==> src/design/cco_pkg.sv <==
// Package for the converter options block: offsets, fields, resets, types.
package cco_pkg;

   // ------------------------------------------------------------------
   // Register byte addresses (index times four)
   // ------------------------------------------------------------------
   localparam logic [3:0]  IDX_OPTIONS    = 4'h8;
   localparam logic [3:0]  IDX_MAP_CRC    = 4'hF;
   localparam logic [11:0] ADDR_OPTIONS   = 12'h020;
   localparam logic [11:0] ADDR_MAP_CRC   = 12'h03C;
   localparam logic [11:0] ADDR_STATUS    = 12'h040;
   localparam logic [11:0] ADDR_MAP_BASE  = 12'h080;
   localparam logic [11:0] ADDR_MAP_LAST  = 12'h0B0;

   // ------------------------------------------------------------------
   // Options register fields and reset
   // ------------------------------------------------------------------
   localparam int          BIT_CLK_EXT    = 7;
   localparam int          BIT_CLK_DIV8   = 6;
   localparam int          BIT_DRIVE_HALF = 5;
   localparam int          BIT_RESERVED   = 4;
   localparam int          BIT_RES16      = 3;
   localparam int          BIT_LINK_CRC   = 2;
   localparam int          BIT_MAP_CRC    = 1;
   localparam int          BIT_STAT_PRE   = 0;
   localparam logic [7:0]  OPTIONS_RESET  = 8'h00;
   localparam logic [7:0]  OPTIONS_WMASK  = 8'hEF;

   // ------------------------------------------------------------------
   // Status byte fields, CRC and clocking constants
   // ------------------------------------------------------------------
   localparam int          BIT_LINK_ERR   = 1;
   localparam int          BIT_MAP_ERR    = 0;
   localparam logic [7:0]  CRC_POLY       = 8'h07;
   localparam logic [7:0]  CRC_PRESET     = 8'hFF;
   localparam logic [2:0]  EXT_DIV_LAST   = 3'h7;
   localparam int          MAP_REGS       = 13;
   localparam int          FIFO_DEPTH     = 8;

   typedef struct packed
   {
      logic        status_valid;
      logic [7:0]  status;
      logic [23:0] data;
      logic        res16;
      logic [7:0]  crc;
      logic        crc_valid;
   } cco_word_t;

   localparam int WORD_W = $bits(cco_word_t);

   typedef enum logic [1:0]
   {
      MAP_IDLE = 2'b00,
      MAP_WALK = 2'b01,
      MAP_DONE = 2'b10
   } cco_map_state_t;

   // One CRC-8 byte step, MSB first.
   function automatic logic [7:0] crc8_byte(input logic [7:0] crc,
                                            input logic [7:0] b);
      logic [7:0] c;
      c = crc ^ b;
      for (int k = 0; k < 8; k++)
      begin
         c = c[7] ? ((c << 1) ^ CRC_POLY) : (c << 1);
      end
      return c;
   endfunction

endpackage

==> src/design/cco_options.sv <==
// Converter options register, integrity checks and output formatting.
// Function
// - Options register at index 8h resets to 00h.
// - Bit 7 picks conversion clock: 0 internal, 1 external.
// - Bit 6 divides external clock by eight when set.
// - Bit 5 holds drive strength: 0 full, 1 half.
// - Bit 3 picks result width: 0 gives 24 bits, 1 gives 16.
// - Failed incoming frame CRC sets link error flag when enabled.
// - Link error flag stays set until host writes one to it.
// - With bit 1 set, map CRC mismatch sets the map error flag.
// - Bit 0 prepends status byte to each conversion output.
// - Map CRC polynomial is x^8+x^2+x+1.
// - Map CRC starts from all ones.
// - Map comparison repeats continuously while enabled.
`timescale 1ns/1ps
module cco_options
   import cco_pkg::*;
(
   input  wire logic        i_ref_clk,
   input  wire logic        i_rst_n,
   input  wire logic        i_psel,
   input  wire logic        i_penable,
   input  wire logic        i_pwrite,
   input  wire logic [11:0] i_paddr,
   input  wire logic [31:0] i_pwdata,
   input  wire logic [3:0]  i_pstrb,
   output logic [31:0]      o_prdata,
   output logic             o_pready,
   output logic             o_pslverr,
   input  wire logic        i_ext_clk,
   input  wire logic        i_frame_done,
   input  wire logic        i_frame_crc_bad,
   input  wire logic        i_conv_valid,
   input  wire logic [23:0] i_conv_data,
   output logic             o_conv_ready,
   output logic             o_out_valid,
   input  wire logic        i_out_ready,
   output logic [7:0]       o_out_status,
   output logic             o_out_status_en,
   output logic [23:0]      o_out_data,
   output logic             o_out_res16,
   output logic [7:0]       o_out_crc,
   output logic             o_out_crc_en,
   output logic             o_clk_tick,
   output logic             o_clk_ext_sel,
   output logic             o_output_drive_half,
   output logic             o_link_err,
   output logic             o_map_err
);

   // ------------------------------------------------------------------
   // Bus decode
   // ------------------------------------------------------------------
   logic [7:0]  options_q;
   logic [7:0]  map_crc_q;
   logic [7:0]  map_regs_q [MAP_REGS];
   logic        link_err_q;
   logic        map_err_q;
   logic        ext_prev_q;
   logic [2:0]  div_q;
   logic        wr_en;
   logic        hit_map;
   logic [3:0]  map_idx;
   logic        mapped;
   logic [7:0]  status_byte;

   assign wr_en   = i_psel & i_penable & i_pwrite & o_pready;
   assign hit_map = (i_paddr >= ADDR_MAP_BASE) && (i_paddr <= ADDR_MAP_LAST)
                    && (i_paddr[1:0] == 2'b00);
   assign map_idx = 4'((i_paddr - ADDR_MAP_BASE) >> 2);
   assign mapped  = hit_map || (i_paddr == ADDR_OPTIONS)
                    || (i_paddr == ADDR_MAP_CRC) || (i_paddr == ADDR_STATUS);
   assign status_byte = {6'h00, link_err_q, map_err_q};

   // Single-cycle access phase keeps the bench free of wait states.
   always_ff @(posedge i_ref_clk or negedge i_rst_n)
   begin
      if (!i_rst_n)
      begin
         o_pready  <= 1'b0;
         o_pslverr <= 1'b0;
         o_prdata  <= 32'h0000_0000;
      end
      else
      begin
         o_pready  <= i_psel & ~i_penable;
         o_pslverr <= i_psel & ~i_penable & ~mapped;
         if (i_psel & ~i_penable & ~i_pwrite)
         begin
            if (i_paddr == ADDR_OPTIONS)
               o_prdata <= {24'h000000, options_q};
            else if (i_paddr == ADDR_MAP_CRC)
               o_prdata <= {24'h000000, map_crc_q};
            else if (i_paddr == ADDR_STATUS)
               o_prdata <= {24'h000000, status_byte};
            else if (hit_map)
               o_prdata <= {24'h000000, map_regs_q[map_idx]};
            else
               o_prdata <= 32'h0000_0000;
         end
      end
   end

   // ------------------------------------------------------------------
   // Registers
   // ------------------------------------------------------------------
   always_ff @(posedge i_ref_clk or negedge i_rst_n)
   begin
      if (!i_rst_n)
      begin
         options_q <= OPTIONS_RESET;
         map_crc_q <= 8'h00;
      end
      else if (wr_en && i_pstrb[0])
      begin
         if (i_paddr == ADDR_OPTIONS)
            options_q <= i_pwdata[7:0] & OPTIONS_WMASK;
         if (i_paddr == ADDR_MAP_CRC)
            map_crc_q <= i_pwdata[7:0];
      end
   end

   // Covered map bytes stand in for the registers outside this block.
   for (genvar g = 0; g < MAP_REGS; g++)
   begin : g_map
      always_ff @(posedge i_ref_clk or negedge i_rst_n)
      begin
         if (!i_rst_n)
            map_regs_q[g] <= 8'h00;
         else if (wr_en && i_pstrb[0] && hit_map && map_idx == 4'(g))
            map_regs_q[g] <= i_pwdata[7:0];
      end
   end

   // ------------------------------------------------------------------
   // Link CRC error flag
   // ------------------------------------------------------------------
   always_ff @(posedge i_ref_clk or negedge i_rst_n)
   begin
      if (!i_rst_n)
         link_err_q <= 1'b0;
      else if (options_q[BIT_LINK_CRC] && i_frame_done && i_frame_crc_bad)
         link_err_q <= 1'b1;
      else if (wr_en && i_pstrb[0] && i_paddr == ADDR_STATUS
               && i_pwdata[BIT_LINK_ERR])
         link_err_q <= 1'b0;
   end

   // ------------------------------------------------------------------
   // Continuous register map check
   // ------------------------------------------------------------------
   cco_map_state_t map_st_q;
   logic [3:0]     walk_q;
   logic [7:0]     crc_acc_q;

   // Walk covers all bytes 0..Ch at steps 0,1 and 4..Eh; steps 2 and 3 add nothing.
   always_ff @(posedge i_ref_clk or negedge i_rst_n)
   begin
      if (!i_rst_n)
      begin
         map_st_q  <= MAP_IDLE;
         walk_q    <= 4'h0;
         crc_acc_q <= CRC_PRESET;
      end
      else
      begin
         case (map_st_q)
            MAP_IDLE:
            begin
               walk_q    <= 4'h0;
               crc_acc_q <= CRC_PRESET;
               if (options_q[BIT_MAP_CRC])
                  map_st_q <= MAP_WALK;
            end
            MAP_WALK:
            begin
               if (walk_q == 4'h1 || (walk_q >= 4'h4 && walk_q <= 4'hE))
                  crc_acc_q <= crc8_byte(crc_acc_q,
                     map_regs_q[walk_q - (walk_q >= 4'h4 ? 4'h2 : 4'h0)]);
               else if (walk_q == 4'h0)
                  crc_acc_q <= crc8_byte(crc_acc_q, map_regs_q[0]);
               if (walk_q == 4'hE)
                  map_st_q <= MAP_DONE;
               walk_q <= walk_q + 4'h1;
            end
            MAP_DONE:
               map_st_q <= MAP_IDLE;
            default:
               map_st_q <= MAP_IDLE;
         endcase
      end
   end

   always_ff @(posedge i_ref_clk or negedge i_rst_n)
   begin
      if (!i_rst_n)
         map_err_q <= 1'b0;
      else if (map_st_q == MAP_DONE && options_q[BIT_MAP_CRC]
               && crc_acc_q != map_crc_q)
         map_err_q <= 1'b1;
      else if (wr_en && i_pstrb[0] && i_paddr == ADDR_STATUS
               && i_pwdata[BIT_MAP_ERR])
         map_err_q <= 1'b0;
   end

   // ------------------------------------------------------------------
   // Conversion clock selection
   // ------------------------------------------------------------------
   logic ext_rise;
   assign ext_rise = i_ext_clk & ~ext_prev_q;

   always_ff @(posedge i_ref_clk or negedge i_rst_n)
   begin
      if (!i_rst_n)
      begin
         ext_prev_q <= 1'b0;
         div_q      <= 3'h0;
         o_clk_tick <= 1'b0;
      end
      else
      begin
         ext_prev_q <= i_ext_clk;
         if (ext_rise)
            div_q <= div_q + 3'h1;
         if (!options_q[BIT_CLK_EXT])
            o_clk_tick <= 1'b1;
         else if (options_q[BIT_CLK_DIV8])
            o_clk_tick <= ext_rise && div_q == EXT_DIV_LAST;
         else
            o_clk_tick <= ext_rise;
      end
   end

   // ------------------------------------------------------------------
   // Output formatting into the FIFO
   // ------------------------------------------------------------------
   cco_word_t in_w;
   cco_word_t out_w;
   logic      fifo_in_ready;
   logic [23:0] shaped;

   assign shaped = options_q[BIT_RES16]
                   ? {8'h00, i_conv_data[23:8]}
                   : i_conv_data;
   assign in_w.status_valid = options_q[BIT_STAT_PRE];
   assign in_w.status       = status_byte;
   assign in_w.data         = shaped;
   assign in_w.res16        = options_q[BIT_RES16];
   assign in_w.crc          = crc8_byte(crc8_byte(crc8_byte(
                                 crc8_byte(CRC_PRESET,
                                 options_q[BIT_STAT_PRE] ? status_byte
                                                         : 8'hFF),
                                 shaped[23:16]), shaped[15:8]), shaped[7:0]);
   assign in_w.crc_valid    = options_q[BIT_LINK_CRC];

   logic out_valid_w;

   cco_fifo #(.W(WORD_W), .DEPTH(FIFO_DEPTH)) u_fifo
   (
      .i_ref_clk   (i_ref_clk),
      .i_rst_n     (i_rst_n),
      .i_in_valid  (i_conv_valid),
      .o_in_ready  (fifo_in_ready),
      .i_in_data   (in_w),
      .o_out_valid (out_valid_w),
      .i_out_ready (i_out_ready & o_out_valid),
      .o_out_data  (out_w)
   );

   // Registered mirror of the FIFO head; a pop advances it next cycle.
   logic popped_q;
   always_ff @(posedge i_ref_clk or negedge i_rst_n)
   begin
      if (!i_rst_n)
      begin
         o_out_valid        <= 1'b0;
         o_out_status       <= 8'h00;
         o_out_status_en    <= 1'b0;
         o_out_data         <= 24'h000000;
         o_out_res16        <= 1'b0;
         o_out_crc          <= 8'h00;
         o_out_crc_en       <= 1'b0;
         o_conv_ready       <= 1'b0;
         o_clk_ext_sel      <= 1'b0;
         o_output_drive_half <= 1'b0;
         o_link_err         <= 1'b0;
         o_map_err          <= 1'b0;
         popped_q           <= 1'b0;
      end
      else
      begin
         popped_q        <= i_out_ready & o_out_valid;
         o_out_valid     <= out_valid_w & ~(i_out_ready & o_out_valid)
                            & ~popped_q;
         o_out_status    <= out_w.status;
         o_out_status_en <= out_w.status_valid;
         o_out_data      <= out_w.data;
         o_out_res16     <= out_w.res16;
         o_out_crc       <= out_w.crc;
         o_out_crc_en    <= out_w.crc_valid;
         o_conv_ready    <= fifo_in_ready;
         o_clk_ext_sel   <= options_q[BIT_CLK_EXT];
         o_output_drive_half <= options_q[BIT_DRIVE_HALF];
         o_link_err      <= link_err_q;
         o_map_err       <= map_err_q;
      end
   end

   // ------------------------------------------------------------------
   // Checks
   // ------------------------------------------------------------------
   a_reserved_zero : assert property (@(posedge i_ref_clk)
      disable iff (!i_rst_n) options_q[BIT_RESERVED] == 1'b0)
      else $error("Reserved bit set.");
   a_link_err_set : assert property (@(posedge i_ref_clk)
      disable iff (!i_rst_n) options_q[BIT_LINK_CRC] && i_frame_done
      && i_frame_crc_bad |=> link_err_q)
      else $error("Link error not raised.");
   a_link_err_sticky : assert property (@(posedge i_ref_clk)
      disable iff (!i_rst_n) link_err_q && !(wr_en
      && i_paddr == ADDR_STATUS) |=> link_err_q)
      else $error("Link error dropped.");
   a_map_err_set : assert property (@(posedge i_ref_clk)
      disable iff (!i_rst_n) map_st_q == MAP_DONE
      && options_q[BIT_MAP_CRC] && crc_acc_q != map_crc_q |=> map_err_q)
      else $error("Map error not raised.");
   a_map_walk_bound : assert property (@(posedge i_ref_clk)
      disable iff (!i_rst_n) options_q[BIT_MAP_CRC]
      |-> ##[0:18] map_st_q == MAP_DONE)
      else $error("Map check stalled.");
   a_int_clock_tick : assert property (@(posedge i_ref_clk)
      disable iff (!i_rst_n) i_rst_n && !options_q[BIT_CLK_EXT] ##1
      !options_q[BIT_CLK_EXT] |-> o_clk_tick)
      else $error("Internal tick missing.");
   a_drive_follow : assert property (@(posedge i_ref_clk)
      disable iff (!i_rst_n) ##1 o_output_drive_half
      == $past(options_q[BIT_DRIVE_HALF]))
      else $error("Drive setting wrong.");
   a_options_reset : assert property (@(posedge i_ref_clk)
      $rose(i_rst_n) |-> options_q == OPTIONS_RESET)
      else $error("Options not reset.");
   c_link_err : cover property (@(posedge i_ref_clk) $rose(link_err_q));
   c_map_err : cover property (@(posedge i_ref_clk) $rose(map_err_q));
   c_fifo_full : cover property (@(posedge i_ref_clk) !fifo_in_ready);
endmodule

==> src/design/cco_fifo.sv <==
// Output word FIFO with valid/ready on both sides.
`timescale 1ns/1ps
module cco_fifo
   import cco_pkg::*;
#(
   parameter int W     = 8,
   parameter int DEPTH = 8
)
(
   input  wire logic         i_ref_clk,
   input  wire logic         i_rst_n,
   input  wire logic         i_in_valid,
   output logic              o_in_ready,
   input  wire logic [W-1:0] i_in_data,
   output logic              o_out_valid,
   input  wire logic         i_out_ready,
   output logic [W-1:0]      o_out_data
);
   localparam int AW = $clog2(DEPTH);

   logic [W-1:0] mem [DEPTH];
   logic [AW-1:0] wr_q;
   logic [AW-1:0] rd_q;
   logic [AW:0]   cnt_q;
   logic          push;
   logic          pop;

   assign o_in_ready  = (cnt_q != (AW+1)'(DEPTH));
   assign o_out_valid = (cnt_q != '0);
   assign o_out_data  = mem[rd_q];
   assign push        = i_in_valid & o_in_ready;
   assign pop         = o_out_valid & i_out_ready;

   always_ff @(posedge i_ref_clk)
   begin
      if (push)
      begin
         mem[wr_q] <= i_in_data;
      end
   end

   always_ff @(posedge i_ref_clk or negedge i_rst_n)
   begin
      if (!i_rst_n)
      begin
         wr_q  <= '0;
         rd_q  <= '0;
         cnt_q <= '0;
      end
      else
      begin
         if (push)
         begin
            wr_q <= wr_q + AW'(1);
         end
         if (pop)
         begin
            rd_q <= rd_q + AW'(1);
         end
         cnt_q <= cnt_q + (AW+1)'(push) - (AW+1)'(pop);
      end
   end

   a_fifo_no_overfill : assert property (@(posedge i_ref_clk)
      disable iff (!i_rst_n) cnt_q <= (AW+1)'(DEPTH))
      else $error("FIFO count above depth.");
endmodule

==> config.mk <==
export PLATFORM = sky130hd
export DESIGN_NAME = cco_options
export DESIGN_NICKNAME = d
export VERILOG_FILES = /design/src/design/cco_pkg.sv /design/src/design/cco_options.sv /design/src/design/cco_fifo.sv
export SDC_FILE = /design/constraint.sdc
export NUM_CORES = 1
export LEC_CHECK = 0
export BUFFER_PORTS_ARGS = -buffer_cell sky130_fd_sc_hd__buf_4
export CELL_PAD_IN_SITES_DETAIL_PLACEMENT = 0
export CELL_PAD_IN_SITES_GLOBAL_PLACEMENT = 1
export CORE_ASPECT_RATIO = 0.7
export CORE_MARGIN = 3
export CORE_UTILIZATION = 42
export CTS_BUF_LIST = sky130_fd_sc_hd__clkbuf_4
export DETAILED_ROUTE_END_ITERATION = 16
export GPL_TIMING_DRIVEN = 0
export PLACE_DENSITY = 0.66
export SYNTH_ARGS = -nofsm -noshare
export SYNTH_HDL_FRONTEND = slang
export SYNTH_SLANG_ARGS = --single-unit
==> constraint.sdc <==
create_clock -name i_ref_clk -period 5.1 [get_ports i_ref_clk]
set_input_delay 0.765 -clock i_ref_clk [delete_from_list [all_inputs] [get_ports i_ref_clk]]
set_output_delay 0.765 -clock i_ref_clk [all_outputs]
set_load 0.01 [all_outputs]
==> Implementation_results.wiki <==
{| class="wikitable"
! Metric !! Value
|-
| Result of the run || finished clean
|-
| Peak supply drop || 0.2476 mV
|-
| Most area-consuming cells after synthesis || sky130_fd_sc_hd__edfxtp_1 40%, sky130_fd_sc_hd__dfrtp_1 22%, sky130_fd_sc_hd__mux4_2 12%
|-
| Max Buffers Root-to-Sink || 3
|-
| Post-route minimum period || around 3.8 ns
|-
| Number of setup buffers added after CTS || 0
|-
| Most repeated library cell on the critical path || sky130_fd_sc_hd__buf_2
|-
| Aggregate negative setup slack || 0 ns
|-
| Count of nets left with antenna violations after detail routing || 0
|-
| Worst Path Max Fanout || 10
|-
| Type of the tightest min-delay check || primary input to flop
|-
| Total Routed Length || slightly below 60 mm
|-
| Critical Path, Cell by Cell || buf_2, nor2_1, inv_1, ha_1, ha_1, buf_2, buf_2, mux2i_1, o22ai_1, or4_1, o2111ai_1, xor2_2, xor3_1, a21oi_1
|-
| Number of synthesized flops with an enable pin || between 200 and 300
|-
| Clock root buffer || sky130_fd_sc_hd__clkbuf_4
|-
| Category of the worst setup path capture point || flop
|-
| Routability congestion estimate from global placement || roughly 0.86
|-
| Crit path buffers/inverters || 4
|-
| Clock tree from TritonCTS || done
|-
| Prevailing post-synth register cell || sky130_fd_sc_hd__edfxtp_1
|-
| Fraction of registers with async set/reset || 0.4080
|-
| Vertical extent of the die || approximately 200 um
|-
| Syn Area/Cell || about 17 um^2
|-
| Hold slack || around 0.12 ns
|-
| Arrival time of data at the critical path endpoint || about 4.6 ns
|-
| Number of cells on the worst reg-to-reg path || 14
|-
| Horizontal die dimension || approximately 280 um
|-
| Setup repair after global routing missed its margin || no
|-
| Via count of the first global-routing pass || ~13000
|-
| Worst Setup Start Kind || flop
|-
| Cell at the slowest stage of the critical path || sky130_fd_sc_hd__or4_1
|-
| Top cell types by occurrence after synthesis || 296 x sky130_fd_sc_hd__edfxtp_1, 196 x sky130_fd_sc_hd__dfrtp_1, 170 x sky130_fd_sc_hd__mux2_2
|-
| Delay of the slowest critical-path stage || approximately 0.41 ns
|-
| Combined area of the multi-input logic cells || around 8000 um^2
|-
| Total of endpoints with negative setup slack in the final report || 0
|-
| Number of vias after detailed routing || around 13000
|-
| Initial antenna violation count || 1
|-
| Clock buffers created by TritonCTS || between 100 and 150
|-
| Syn-to-layout area delta || 16.49%
|-
| Most repeated cell in the gate-level netlist after synthesis || sky130_fd_sc_hd__edfxtp_1
|-
| Placed cells || approximately 2200
|-
| Pin count of the biggest net entering global routing || 98
|-
| Summed instance area of the synthesized netlist || approximately 22000 um^2
|-
| Number of flip-flops and latches in the synthesized netlist || 500
|-
| Leakage || ~10 nW
|-
| Drt via density || approximately 5.4
|-
| Filler cell count in the final layout || roughly 4500
|-
| Hold Path Depth || 2
|-
| Worst Path Required || roughly 5.9 ns
|-
| Total core area || about 53000 um^2
|-
| Remaining max-slew budget at the tightest pin || 0.08779
|-
| DP Worst Slack || about 0.84 ns
|-
| Share of layout cells above drive strength 1 || 0.4006
|-
| Wirelength per Cell || around 24 um
|-
| Cell taking the most area after synthesis || sky130_fd_sc_hd__edfxtp_1
|-
| Count of H-tree levels built during CTS || 3
|-
| Count of buffers from port buffering || around 110
|-
| GR Util All Layers || 0.2101
|-
| Worst clock skew || about 0.052 ns
|-
| Clock-pin slew on the worst setup and hold paths || 0.07 ns
|-
| FF+latch area || about 14000 um^2
|-
| Final Net Count || 1720
|-
| Final slew viol count || 0
|-
| Top cell type's share of synthesized area || 0.3957
|-
| Count of placed standard cells in the final layout, fillers left out || 2405
|-
| Post-synthesis cell type count || 64
|-
| Crit path setup slack, layout || ~1.3 ns
|-
| First-pass DRT Iterations || 5
|-
| Kind of cell adding the most delay to the critical path || buffers and inverters
|-
| Residual DRC || 0
|-
| Number of cells on the critical path || 14
|-
| Max-Cap Viols || 0
|-
| Highest clock rate || 0.2607 GHz
|-
| First DRT Iteration DRCs || around 870
|-
| First-pass GRT wire length || just under 90 mm
|-
| Standard-cell rows || 70
|-
| Area of the die || around 56000 um^2
|-
| Pwr/cell area || approximately 450 nW/um^2
|-
| Final count of hold timing violations || 0
|-
| Global-route congestion overflow total || 0
|-
| CTS sink count || 500
|-
| Starting density of the core || 0.4275
|-
| Clock network latency to the later pin of the worst-skew pair || between 0.8 and 0.9 ns
|-
| Worst setup path category || flop to flop
|-
| Tightest Pin Transition || about 1.4 ns
|-
| Post-DP HPWL || between 40 and 50 mm
|-
| Share of the yosys chip area belonging to registers || 0.6234
|-
| Gate count of the mapped netlist || 1345
|-
| Number of warning messages in the yosys log || 0
|-
| Final clock period utilization by the worst path || 0.7520
|-
| IO Count || around 170
|}
cell families (layout without fill, tap and decap cells):
| group | count (synthesis) | count (layout) | share of synthesized area |
|---|---|---|---|
| other cells | 1 | 31 | 0.0001669 |
| fa+ha+maj | 17 | 17 | 0.009803 |
| flops | 500 | 500 | 0.6234 |
| xor+xnor | 112 | 112 | 0.04935 |
| simple gates | 177 | 177 | 0.04200 |
| compound gates | 101 | 101 | 0.03086 |
| mux | 316 | 316 | 0.2177 |
| buf+inv | 121 | 467 | 0.02674 |
report_power, final:
group	switching [W]	leakage, nW	internal [W]	total [W]
clock network	0.00161	0.938	0.00168	0.00329
registers	0.000198	5.34	0.00513	0.00533
logic	0.00167	4.00	0.00140	0.00307
total	0.00348	10.3	0.00821	0.0117
cells in the final DEF, fill, tap and decap left out, drive strengths merged, types with 8 or more instances in the layout:
cell and instances:
mux2i 25, mux4 121, a21oi 18, ha 16, edfxtp 296, dfstp 8
xnor2 79, nor3 15, xor2 25, clkinv 31, nor2b 21, nand2 55
conb 30, dfrtp 196, inv 26, a221oi 10, nor2 37, mux2 170
o22ai 8, nand2b 12, clkbuf 223, nand3 9, buf 184, o21ai 26
flip-flops by register name (all words and copies together) (netlist names), 7 cells and up:
signal and flops:
o_prdata 8, options_q 7, crc_acc_q 8, map_crc_q 8, o_out_crc 8, u_fifo.mem 296, map_regs_q 104, o_out_data 24
routing by layer:
metal,GRT usage,share of wire
met1,0.3260,0.49
met2,0.2908,0.42
met3,0.05630,0.074
met4,0.05491,0.015
met5,0,0
timing repair:
item | in CTS | in global routing
endpoints found under the hold margin | 27 | 0
hold buffers | 2 | 0
resized for setup | 0 | 0
worst paths after layout:
kind / end / from / slack [ns]
min: o_pready / i_penable / 0.12
min reg2reg: o_out_valid / popped_q / 0.41
max in group asynchronous: o_out_data[9] / i_rst_n / 3.55
max reg2reg: crc_acc_q[2] / walk_q[3] / 1.26
min in group asynchronous: o_out_crc[4] / i_rst_n / 0.35
max: crc_acc_q[2] / walk_q[3] / 1.26
stage by stage:
stage	utilization	power (W)	cell area [um^2]
finish	0.4980	0.01170	26170
global route	0.4980	0.01236	26170
CTS	0.4979	0.01188	26170
detailed placement	0.4675	0.008517	24570
global placement	0.4608	0.008389	24220
floorplan	-	0.007299	22570
layout make-up:
cell class	count	share of cell area
Sequential cell	500	0.5351
Multi-Input combinational cell	753	0.3066
Clock buffer	187	0.05365
Timing Repair Buffer	125	0.04217
Tap cell	684	0.03271
Buffer	97	0.01951
Clock inverter	34	0.006694
Inverter	24	0.003443
Antenna cell	1	0.00009563
Power figures use the tool's default switching activity.
